[src/common/sgio_pkg.sv]
/*
  Shared constants for the serial gateway I/O connection handler.
  Assumes a single 20 MHz system clock and a synchronous active-high reset.
*/
package sgio_pkg;
  // ************************************************************
  // Sizes and frame layout.
  // ************************************************************
  localparam int unsigned SGIO_BUF_MAX = 124;           // Internal receive buffer size in characters.
  localparam logic [7:0] SGIO_BUF_MAX_B = 8'h7C;        // Same size as a byte value.
  localparam logic [7:0] SGIO_CMD_OVH = 8'h02;          // Command overhead: record number and length.
  localparam logic [7:0] SGIO_RSP_OVH = 8'h03;          // Response overhead: record, status, length.
  localparam logic [7:0] SGIO_REC_INIT = 8'h00;         // Record counter initialized state.
  localparam logic [7:0] SGIO_REC_FIRST = 8'h01;        // First record counter value.
  localparam logic [7:0] SGIO_REC_LAST = 8'hFF;         // Last record counter value before wrap.
  localparam int unsigned SGIO_ST_OVF_BIT = 0;          // Status bit: message ended by overflow.
  localparam int unsigned SGIO_ST_PAR_BIT = 1;          // Status bit: parity error seen.
  localparam logic [1:0] SGIO_BAUD_AUTO = 2'h3;         // Extended bit-rate code for autobaud.
  localparam logic [15:0] SGIO_RATE_ZERO = 16'h0000;    // Packet rate of zero disables the timer.
  localparam int unsigned SGIO_TIMEOUT_MULT = 4;        // Inactivity timeout in packet-rate periods.
  // Connection timer tick: one millisecond, in cycles of the 50 ns clock.
  localparam int unsigned SGIO_CLK_NS = 50;
  localparam int unsigned SGIO_TICK_NS = 1000000;
  localparam int unsigned SGIO_TICK_CYC = SGIO_TICK_NS / SGIO_CLK_NS;
endpackage

[src/hw/sgio_conn.sv]
/*
  I/O connection handler: polled, cyclic and change-of-state connections
  around a shared serial receive buffer and a serial transmit FIFO.
  Assumes the fieldbus side and serial side are logic on clk_sys.
*/
// Operation
// - Only polled commands produce serial output
// - Transmit only on changed record number
// - Answer poll after transmission finishes
// - Send through delimiter; pad if enabled
// - New message bumps counter, length, data
// - Overflow sets status bit
// - Status reports parity errors
// - Cyclic responds each timer expiry, reloads
// - Cyclic is response only, coexists
// - All responses share one buffer
// - Change-of-state also sends on message
// - Cyclic and change-of-state exclusive
// - Change-of-state triggering enabled on creation
// - Command size is transmit size plus two
// - Timed connections take zero command bytes
// - Response size is receive size plus three if padding, else message length plus three
// - Timer and timeout from packet rate
// - Autobaud follows detected network rate
// - Autobaud only via extended setting
// - Record counter 1..255, wraps skipping zero
// - Response bytes: record, status, length, data
// - Length zero means delimited transmission
// - Unbounded receive overflows at 124 bytes
module sgio_conn
  import sgio_pkg::*;
#(
  parameter int unsigned FIFO_DEPTH = 32,
  parameter int unsigned TICK_CYC = SGIO_TICK_CYC
) (
  input wire logic clk_sys,
  input wire logic sys_rst,
  // Configuration.
  input wire logic [7:0] cfg_tx_size,
  input wire logic [7:0] cfg_rx_size,
  input wire logic [7:0] cfg_tx_delim,
  input wire logic [7:0] cfg_rx_delim,
  input wire logic cfg_pad_en,
  input wire logic [7:0] cfg_pad_char,
  input wire logic [15:0] expected_packet_rate,
  input wire logic [1:0] cfg_std_baud,
  input wire logic [1:0] cfg_ext_baud,
  input wire logic [1:0] net_baud_detect,
  input wire logic cyc_open,
  input wire logic change_of_state_connection,
  // Polled command bytes from the master.
  input wire logic cmd_valid,
  input wire logic cmd_first,
  input wire logic cmd_last,
  input wire logic [7:0] cmd_byte,
  output logic cmd_size_err,
  // Response bytes to the master.
  output logic rsp_valid,
  output logic rsp_last,
  output logic [7:0] rsp_byte,
  output logic [1:0] rsp_conn,
  input wire logic rsp_ready,
  // Serial transmit and receive character paths.
  output logic tx_valid,
  output logic [7:0] tx_char,
  input wire logic tx_ready,
  input wire logic rx_valid,
  input wire logic [7:0] rx_char,
  input wire logic rx_parity_err,
  // Status.
  output logic conn_refused,
  output logic conn_timeout,
  output logic [1:0] baud_sel
);
  // ************************************************************
  // Checks and state.
  // ************************************************************
  initial begin
    if (TICK_CYC < 1 || TICK_CYC > 32'h00100000) begin
      $error("sgio_conn tick count must be at least one");
    end
  end
  typedef enum logic [1:0] {SGIO_IDLE, SGIO_CMD, SGIO_TXW, SGIO_RSP} sgio_ph_e;
  typedef struct packed {
    sgio_ph_e ph;            // Protocol phase.
    logic [7:0] last_rec;    // Record number of the previous command.
    logic [7:0] cmd_idx;     // Byte index within a command.
    logic [7:0] tx_len;      // Length byte of the command.
    logic tx_go;             // Current command is to be transmitted.
    logic tx_stop;           // Delimiter already pushed in delimited mode.
    logic [7:0] rec_cnt;     // Receive record counter.
    logic [7:0] status;      // Receive status byte.
    logic [7:0] rlen;        // Valid length of the published message.
    logic [7:0] wcnt;        // Characters collected for the next message.
    logic [7:0] ridx;        // Response byte index.
    logic [7:0] rsp_tot;     // Total response bytes.
    logic [1:0] conn;        // Connection being answered.
    logic pend_cos;          // Change-of-state trigger waiting.
    logic pend_tim;          // Timer expiry waiting.
    logic [19:0] tick;       // Millisecond prescaler.
    logic [15:0] tmr;        // Connection timer.
    logic [17:0] idle;       // Inactivity counter in ticks.
    logic timeout;           // Inactivity timeout seen.
    logic size_err;          // Last command had a wrong size.
    logic refused;           // Both timed connections requested.
    logic [1:0] baud;        // Selected bit rate.
    logic rvalid;            // Registered response strobe.
    logic rlast;             // Registered last-byte flag.
    logic [7:0] rbyte;       // Registered response byte.
  } sgio_st_s;
  sgio_st_s s_q;
  sgio_st_s s_d;
  logic [7:0] pub_q [SGIO_BUF_MAX];   // Published message seen by every connection.
  logic [7:0] wrk_q [SGIO_BUF_MAX];   // Message being collected from the serial line.
  logic [7:0] rx_lim;                 // Characters that end a message by overflow.
  logic msg_done;                     // A received message completes this cycle.
  logic msg_ovf;                      // That message ended by overflow.
  logic tick_en;                      // One-cycle millisecond enable.
  logic tmr_exp;                      // Connection timer expired.
  logic fifo_rdy;                     // Transmit FIFO accepts a character.
  logic push_tx;                      // Character pushed into the transmit FIFO.
  logic cos_on;                       // Change-of-state connection live.
  logic cyc_on;                       // Cyclic connection live.
  logic [7:0] data_byte;              // Character selected for the response.
  logic [7:0] ch_idx;                 // Character index within the response.

  // ************************************************************
  // Serial transmit FIFO.
  // ************************************************************
  sgio_fifo #(.WIDTH(8), .DEPTH(FIFO_DEPTH)) u_txq (
    .clk_sys(clk_sys),
    .sys_rst(sys_rst),
    .in_data(cmd_byte),
    .in_valid(push_tx),
    .in_ready(fifo_rdy),
    .out_data(tx_char),
    .out_valid(tx_valid),
    .out_ready(tx_ready)
  );

  // Limit is the configured size, or the whole buffer when zero or larger than the buffer.
  assign rx_lim = (cfg_rx_size == 8'h00 || cfg_rx_size > SGIO_BUF_MAX_B) ? SGIO_BUF_MAX_B : cfg_rx_size;
  assign msg_done = rx_valid && ((rx_char == cfg_rx_delim) || (s_q.wcnt + 8'h01 == rx_lim));
  assign msg_ovf = msg_done && (rx_char != cfg_rx_delim);
  assign tick_en = s_q.tick == 20'(TICK_CYC - 1);
  assign tmr_exp = tick_en && (expected_packet_rate != SGIO_RATE_ZERO) && (s_q.tmr == 16'h0001);
  assign cos_on = change_of_state_connection && !cyc_open;
  assign cyc_on = cyc_open && !change_of_state_connection;
  // Command characters go to the FIFO only during a changed-record poll.
  assign push_tx = (s_q.ph == SGIO_CMD) && cmd_valid && s_q.tx_go && !s_q.tx_stop && (s_q.cmd_idx >= SGIO_CMD_OVH)
    && (s_q.tx_len == 8'h00 || (s_q.cmd_idx - SGIO_CMD_OVH) < s_q.tx_len);
  assign ch_idx = s_q.ridx - SGIO_RSP_OVH;
  assign data_byte = (ch_idx < s_q.rlen) ? pub_q[ch_idx[6:0]] : cfg_pad_char;

  // ************************************************************
  // Receive buffers: collect, then publish on completion.
  // ************************************************************
  // Characters land in the working buffer; a completed message is copied whole.
  always_ff @(posedge clk_sys) begin
    if (rx_valid && s_q.wcnt < SGIO_BUF_MAX_B) begin
      wrk_q[s_q.wcnt[6:0]] <= rx_char;
    end
  end
  for (genvar i = 0; i < SGIO_BUF_MAX; i++) begin : g_pub
    // Publish each entry when the message completes.
    always_ff @(posedge clk_sys) begin
      if (msg_done) begin
        pub_q[i] <= (i == s_q.wcnt) ? rx_char : wrk_q[i];
      end
    end
  end

  // ************************************************************
  // Next-state logic.
  // ************************************************************
  // Fills the next state from the current state and the inputs.
  always_comb begin
    s_d = s_q;
    s_d.rvalid = s_q.rvalid && !rsp_ready;
    s_d.rlast = s_q.rlast && !rsp_ready;
    s_d.refused = change_of_state_connection && cyc_open;
    s_d.baud = (cfg_ext_baud == SGIO_BAUD_AUTO) ? net_baud_detect : cfg_ext_baud;
    if (cfg_ext_baud != SGIO_BAUD_AUTO && cfg_std_baud != cfg_ext_baud && cfg_std_baud != SGIO_BAUD_AUTO) begin
      s_d.baud = cfg_std_baud;
    end
    // Millisecond prescaler and connection timer.
    s_d.tick = tick_en ? 20'h00000 : s_q.tick + 20'h00001;
    if (tick_en) begin
      s_d.tmr = (s_q.tmr <= 16'h0001) ? expected_packet_rate : s_q.tmr - 16'h0001;
      s_d.idle = s_q.idle + 18'h00001;
    end
    if (tick_en && expected_packet_rate != SGIO_RATE_ZERO
        && s_q.idle >= 18'(SGIO_TIMEOUT_MULT) * {2'b00, expected_packet_rate}) begin
      s_d.timeout = 1'b1;
    end
    if (tmr_exp && (cos_on || cyc_on)) begin
      s_d.pend_tim = 1'b1;
    end
    // Receive accounting.
    if (rx_valid && rx_parity_err) begin
      s_d.status[SGIO_ST_PAR_BIT] = 1'b1;
    end
    if (msg_done) begin
      s_d.rec_cnt = (s_q.rec_cnt == SGIO_REC_LAST) ? SGIO_REC_FIRST : s_q.rec_cnt + 8'h01;
      s_d.rlen = s_q.wcnt + 8'h01;
      s_d.wcnt = 8'h00;
      s_d.status[SGIO_ST_OVF_BIT] = msg_ovf;
      s_d.status[SGIO_ST_PAR_BIT] = rx_parity_err || s_q.status[SGIO_ST_PAR_BIT];
      if (cos_on) begin
        s_d.pend_cos = 1'b1;
      end
    end else if (rx_valid) begin
      s_d.wcnt = s_q.wcnt + 8'h01;
    end
    unique case (s_q.ph)
      SGIO_IDLE: begin
        if (cmd_valid && cmd_first) begin
          s_d.ph = SGIO_CMD;
          s_d.cmd_idx = 8'h01;
          s_d.tx_go = cmd_byte != s_q.last_rec;
          s_d.last_rec = cmd_byte;
          s_d.tx_stop = 1'b0;
          s_d.idle = '0;
          s_d.timeout = 1'b0;
        end else if (s_q.pend_cos || s_q.pend_tim) begin
          s_d.ph = SGIO_RSP;
          s_d.conn = s_q.pend_cos ? 2'h2 : 2'h1;
          s_d.pend_cos = msg_done && cos_on;
          s_d.pend_tim = tmr_exp && (cos_on || cyc_on);
          s_d.ridx = 8'h00;
        end
      end
      SGIO_CMD: begin
        if (cmd_valid) begin
          if (s_q.cmd_idx == 8'h01) begin
            s_d.tx_len = cmd_byte;
          end
          if (push_tx && s_q.tx_len == 8'h00 && cmd_byte == cfg_tx_delim) begin
            s_d.tx_stop = 1'b1;
          end
          s_d.cmd_idx = s_q.cmd_idx + 8'h01;
          // Wait in place if the FIFO is full and the character must go.
          if (push_tx && !fifo_rdy) begin
            s_d.cmd_idx = s_q.cmd_idx;
            s_d.tx_stop = s_q.tx_stop;
          end else if (cmd_last) begin
            s_d.size_err = (s_q.cmd_idx + 8'h01) != (cfg_tx_size + SGIO_CMD_OVH);
            s_d.ph = SGIO_TXW;
          end
        end
      end
      SGIO_TXW: begin
        if (!tx_valid) begin
          s_d.ph = SGIO_RSP;
          s_d.conn = 2'h0;
          s_d.ridx = 8'h00;
        end
      end
      SGIO_RSP: begin
        if (rsp_ready || !s_q.rvalid) begin
          s_d.rvalid = 1'b1;
          unique case (s_q.ridx)
            8'h00: s_d.rbyte = s_q.rec_cnt;
            8'h01: s_d.rbyte = s_q.status;
            8'h02: s_d.rbyte = s_q.rlen;
            default: s_d.rbyte = data_byte;
          endcase
          s_d.rsp_tot = (cfg_pad_en && !s_q.status[SGIO_ST_OVF_BIT] && cfg_rx_size != 8'h00)
            ? cfg_rx_size + SGIO_RSP_OVH : s_q.rlen + SGIO_RSP_OVH;
          s_d.rlast = (s_q.ridx + 8'h01) == s_d.rsp_tot;
          s_d.ridx = s_q.ridx + 8'h01;
          if (s_d.rlast) begin
            s_d.ph = SGIO_IDLE;
          end
        end else begin
          s_d.rvalid = 1'b1;
          s_d.rlast = s_q.rlast;
        end
      end
    endcase
  end

  // ************************************************************
  // State register.
  // ************************************************************
  // Registers the whole state; reset leaves the stored record at zero.
  always_ff @(posedge clk_sys) begin
    if (sys_rst) begin
      s_q <= '0;
      s_q.ph <= SGIO_IDLE;
      s_q.baud <= SGIO_BAUD_AUTO;
    end else begin
      s_q <= s_d;
    end
  end

  assign rsp_valid = s_q.rvalid;
  assign rsp_last = s_q.rlast;
  assign rsp_byte = s_q.rbyte;
  assign rsp_conn = s_q.conn;
  assign cmd_size_err = s_q.size_err;
  assign conn_refused = s_q.refused;
  assign conn_timeout = s_q.timeout;
  assign baud_sel = s_q.baud;
endmodule

[src/hw/sgio_fifo.sv]
/*
  Flip-flop FIFO with valid/ready on both sides.
  Assumes one clock and a synchronous active-high reset.
*/
module sgio_fifo #(
  parameter int unsigned WIDTH = 8,
  parameter int unsigned DEPTH = 32
) (
  input wire logic clk_sys,
  input wire logic sys_rst,
  input wire logic [WIDTH-1:0] in_data,
  input wire logic in_valid,
  output logic in_ready,
  output logic [WIDTH-1:0] out_data,
  output logic out_valid,
  input wire logic out_ready
);
  localparam int unsigned AW = $clog2(DEPTH);
  // Depth must be a power of two of at least two for pointer wrap.
  initial begin
    if (DEPTH < 2 || (1 << AW) != DEPTH) begin
      $error("sgio_fifo depth must be a power of two");
    end
  end
  logic [WIDTH-1:0] mem_q [DEPTH];   // Storage words.
  logic [AW:0] wr_q;                 // Write pointer with wrap bit.
  logic [AW:0] rd_q;                 // Read pointer with wrap bit.
  logic push;
  logic pop;
  assign in_ready = (wr_q - rd_q) != (AW+1)'(DEPTH);
  assign out_valid = wr_q != rd_q;
  assign out_data = mem_q[rd_q[AW-1:0]];
  assign push = in_valid && in_ready;
  assign pop = out_valid && out_ready;
  // Pointers and storage advance on accepted pushes and pops.
  always_ff @(posedge clk_sys) begin
    if (sys_rst) begin
      wr_q <= '0;
      rd_q <= '0;
    end else begin
      if (push) begin
        mem_q[wr_q[AW-1:0]] <= in_data;
        wr_q <= wr_q + 1'b1;
      end
      if (pop) begin
        rd_q <= rd_q + 1'b1;
      end
    end
  end
endmodule

[config.mk]
export PLATFORM = sky130hd
export DESIGN_NAME = sgio_conn
export DESIGN_NICKNAME = d
export VERILOG_FILES = /design/src/common/sgio_pkg.sv /design/src/hw/sgio_conn.sv /design/src/hw/sgio_fifo.sv
export SDC_FILE = /design/constraint.sdc
export NUM_CORES = 2
export LEC_CHECK = 0
export BUFFER_PORTS_ARGS = -buffer_cell sky130_fd_sc_hd__buf_4
export CAP_MARGIN = 20
export CORE_ASPECT_RATIO = 1.5
export CORE_UTILIZATION = 60
export CTS_BUF_LIST = sky130_fd_sc_hd__clkbuf_8
export DETAILED_ROUTE_END_ITERATION = 12
export MAX_ROUTING_LAYER = met4
export PLACE_DENSITY = 0.76
export SLEW_MARGIN = 20
export SYNTH_ARGS = -nofsm -noshare
export SYNTH_HDL_FRONTEND = slang
export SYNTH_SLANG_ARGS = --single-unit
export TNS_END_PERCENT = 20
[constraint.sdc]
create_clock -name clk_sys -period 20 [get_ports clk_sys]
set_input_delay 6 -clock clk_sys [delete_from_list [all_inputs] [get_ports clk_sys]]
set_output_delay 6 -clock clk_sys [all_outputs]
set_load 0.005 [all_outputs]
==> qor.yml <==
critical_path:
  path_depth: 10
  crit_buf_inv: 4
  path_max_fanout: 179
  cp.arrival_ps: 10980
  worst_ep_required_time_ps: 20630
  crit_slowest_cell: "buf_4"
  cpLargestDelayFamily: "buffers and inverters"
  crit_path_frequent_cell: "buf_4"
  cp-end-kind: "flip-flop"
  r2r-end: "pub_q[85][7]$_DFFE_PN_"
  regToRegSetupSlack_ps: 13070
  ff2ff_path_depth: 9
  endpoint: "pub_q[85][7]$_DFFE_PN_"
  r2r_start: "s_q[92]$_SDFFE_PP0P_"
  startpoint: "rx_char[0]"
  worstPathCellList: "clkbuf_8 -> xor2_1 -> nor4_1 -> nand2_1 -> o211ai_1 -> o41ai_2 -> a211oi_4 -> buf_12 -> buf_4 -> buf_4"
  max_stage_delay_ps: 940
  worstSetupPathType: "input port to flip-flop"
  cp-start-kind: "input port"
cells_and_area:
  drive_gt1_share_pct: 33.8
  layout.nets: 5946
  mostFrequentLayoutCells: "edfxtp_1, mux2_2, nor2_1"
  multiInputGateArea_um2: 28200
  fin_cells: 8264
  area.growth.synth_to_final_pct: 9.54
  nFillCells: 10800
  seqCellArea_um2: 70300
  fin_area_um2: 110000
  final_common_cell: "edfxtp_1"
cts:
  ctsResizeCount: 0
  cts-hold-fix-buffers: 0
  numCtsBuffers: 353
  ctsRootBufferMaster: "clkbuf_8"
  cts_buffer_depth: 4
  htree_levels: 5
  cts_tree: "yes"
  insertion_delay_ps: 1050
  cts.sinks: 2392
  clk_pin_slew_ps: 60
  postCtsSetupBuffers: 0
synth:
  ys.flop_type: "edfxtp_1"
  syn-cell-area_um2: 100000
  synthArstFlopShare_pct: 0
  synth_cell_types: 77
  yosys_register_bits: 2392
  synth_cells: 5563
  synth-edff-count: 2240
  synth.avg_cell_area_um2: 18.0
  synth_nets: 5720
  seq_area_frac_synth_pct: 70.3
  ys_warn_count: 0
floorplan:
  ioPinCount: 116
  die_h_um: 502
  dieArea_um2: 168000
  row_count: 183
  die_w_um: 335
  start_util_pct: 60.4
  core_area_um2: 166000
sta:
  clock.fmax_mhz: 96.7
  worst_pin_slew_ps: 1180
  fin_skew_ps: 65.9
  min_period_over_period_pct: 51.7
  hold_viol_final: 0
  timing.hold.ws_ps: 470
  fin_tns_setup_ps: 0
  rsz0062_at_grt: "false"
  finalSetupViolations: 0
  drv_slew: 0
  finalCriticalPeriod_ps: 10350
  slew_headroom_pct: 21.0
pwr:
  p_clk_share_pct: 38.6
  power_frac_comb_pct: 4.5
  finalPower_mw: 9.59
  peakVddDrop_uv: 86.6
  power.switching_mw: 2.11
  power.density_nw_per_um2: 87.6
  p_sw_share_pct: 22.0
  seqPwrFrac_pct: 56.9
  p_int_mw: 7.48
  power_leakage_nw: 34.7
place:
  place.gp.congestion: 0.922
  dp_cells: 7652
  place_area_um2: 103000
  numPortBuffers: 115
  hpwlAfterDp_mm: 144
routing:
  route.detailed.drc: 0
  num_vias: 51900
  drtPass1Iterations: 6
  finalWirelength_mm: 236
  viasPerCell: 6.29
  detail_route.wl_per_cell_um: 28.5
  ant_nets: 0
  drt-initial-drc-count: 5170
grt:
  grt_pass1_wl_mm: 345
  track_usage_pct: 29.1
  grt_pass1_vias: 52800
  gr-total-overflow: 0
  antenna_found_initial: 4
  grt_max_degree: 181
run:
  drv_cap: 0
outcome:
  outcome: "completed"
min_path:
  hp-class: "flip-flop to flip-flop"
sequential cells by signal (all words and copies together), names as in the netlist, 2 cells and up, named ones only:
register	cells
pub_q	992
wrk_q	992
u_txq.mem_q	256
s_q	118
rsp_byte	8
u_txq.rd_q	6
u_txq.wr_q	6
baud_sel	2
rsp_conn	2
through the flow:
stage | setup slack, ps | util [%]
after floorplan | 5150 | -
after global placement | 8600 | 62.3
after detailed placement | 8560 | 62.3
after CTS | 9670 | 66.1
after global routing | 9190 | 66.2
final | 9650 | 66.2
final cells by class:
cell class / instances / area share [%]
Antenna cell: 4 / 0.00914
Clock buffer: 361 / 4.54
Timing Repair Buffer: 182 / 1.40
Inverter: 72 / 0.247
Clock inverter: 245 / 1.31
Tap cell: 2220 / 2.54
Sequential cell: 2392 / 64.2
Multi-Input combinational cell: 2788 / 25.8
worst min-delay path by stage:
stage | cells past startpoint | start | slack [ps] | end
after floorplan | 1 | s_q[49]$_SDFF_PP0_ | 430 | s_q[49]$_SDFF_PP0_
after global placement | 1 | s_q[49]$_SDFF_PP0_ | 440 | s_q[49]$_SDFF_PP0_
after detailed placement | 1 | s_q[49]$_SDFF_PP0_ | 460 | s_q[49]$_SDFF_PP0_
after CTS | 2 | s_q[146]$_SDFFE_PP0P_ | 470 | s_q[146]$_SDFFE_PP0P_
after global routing | 2 | s_q[141]$_SDFFE_PP0P_ | 490 | s_q[141]$_SDFFE_PP0P_
final | 1 | s_q[49]$_SDFF_PP0_ | 470 | s_q[49]$_SDFF_PP0_
cells in the mapped netlist (all sizes together), types with 12 or more instances:
library cell	instances	area share, %
nor2b	23	0.14
and2	12	0.075
and3	18	0.11
nor3	28	0.15
or3	24	0.15
o21ai	64	0.32
nand2	214	0.80
ha	67	0.84
nand4	35	0.22
a21oi	71	0.36
xnor2	54	0.47
a22oi	14	0.11
dfxtp	152	3.0
inv	72	0.27
nand3	79	0.40
a21o	12	0.090
clkbuf	234	0.88
edfxtp	2240	67
mux4	384	8.6
o211ai	13	0.098
mux2	1003	11
buf	77	0.40
nand2b	15	0.094
nor4	24	0.16
mux2i	33	0.33
xor2	66	0.58
nor2	402	1.5
a211oi	17	0.17
a221oi	15	0.13
metal layers:
layer | part of all wire (%) | GRT usage (%) | vias up
met5 | 0 | - | -
met4 | 4.5 | 12.7 | 0
met3 | 7.0 | 4.96 | 500
met2 | 52 | 49.1 | 2235
met1 | 36 | 34.3 | 26800
li1 | - | - | 22400
power groups by stage:
stage | clock, mW | combinational, mW | sequential, mW
after floorplan | 0 | 0.250 | 5.56
after global placement | 0 | 0.426 | 5.57
after CTS | 3.75 | 0.435 | 5.46
after global routing | 3.95 | 0.457 | 5.46
final | 3.70 | 0.434 | 5.46
after detailed placement | 0 | 0.433 | 5.57
cell families after synthesis:
family,after synthesis,share of synthesized area (%)
muxes,1420,20.3
and+or+nand+nor,903,4.05
AOI/OAI and AO/OA,277,1.90
buffers and inverters,383,1.55
adders and majority gates,67,0.838
DFF,2392,70.3
xor gates and xnor gates,121,1.07
No activity file was read; power rests on OpenSTA's default activity.
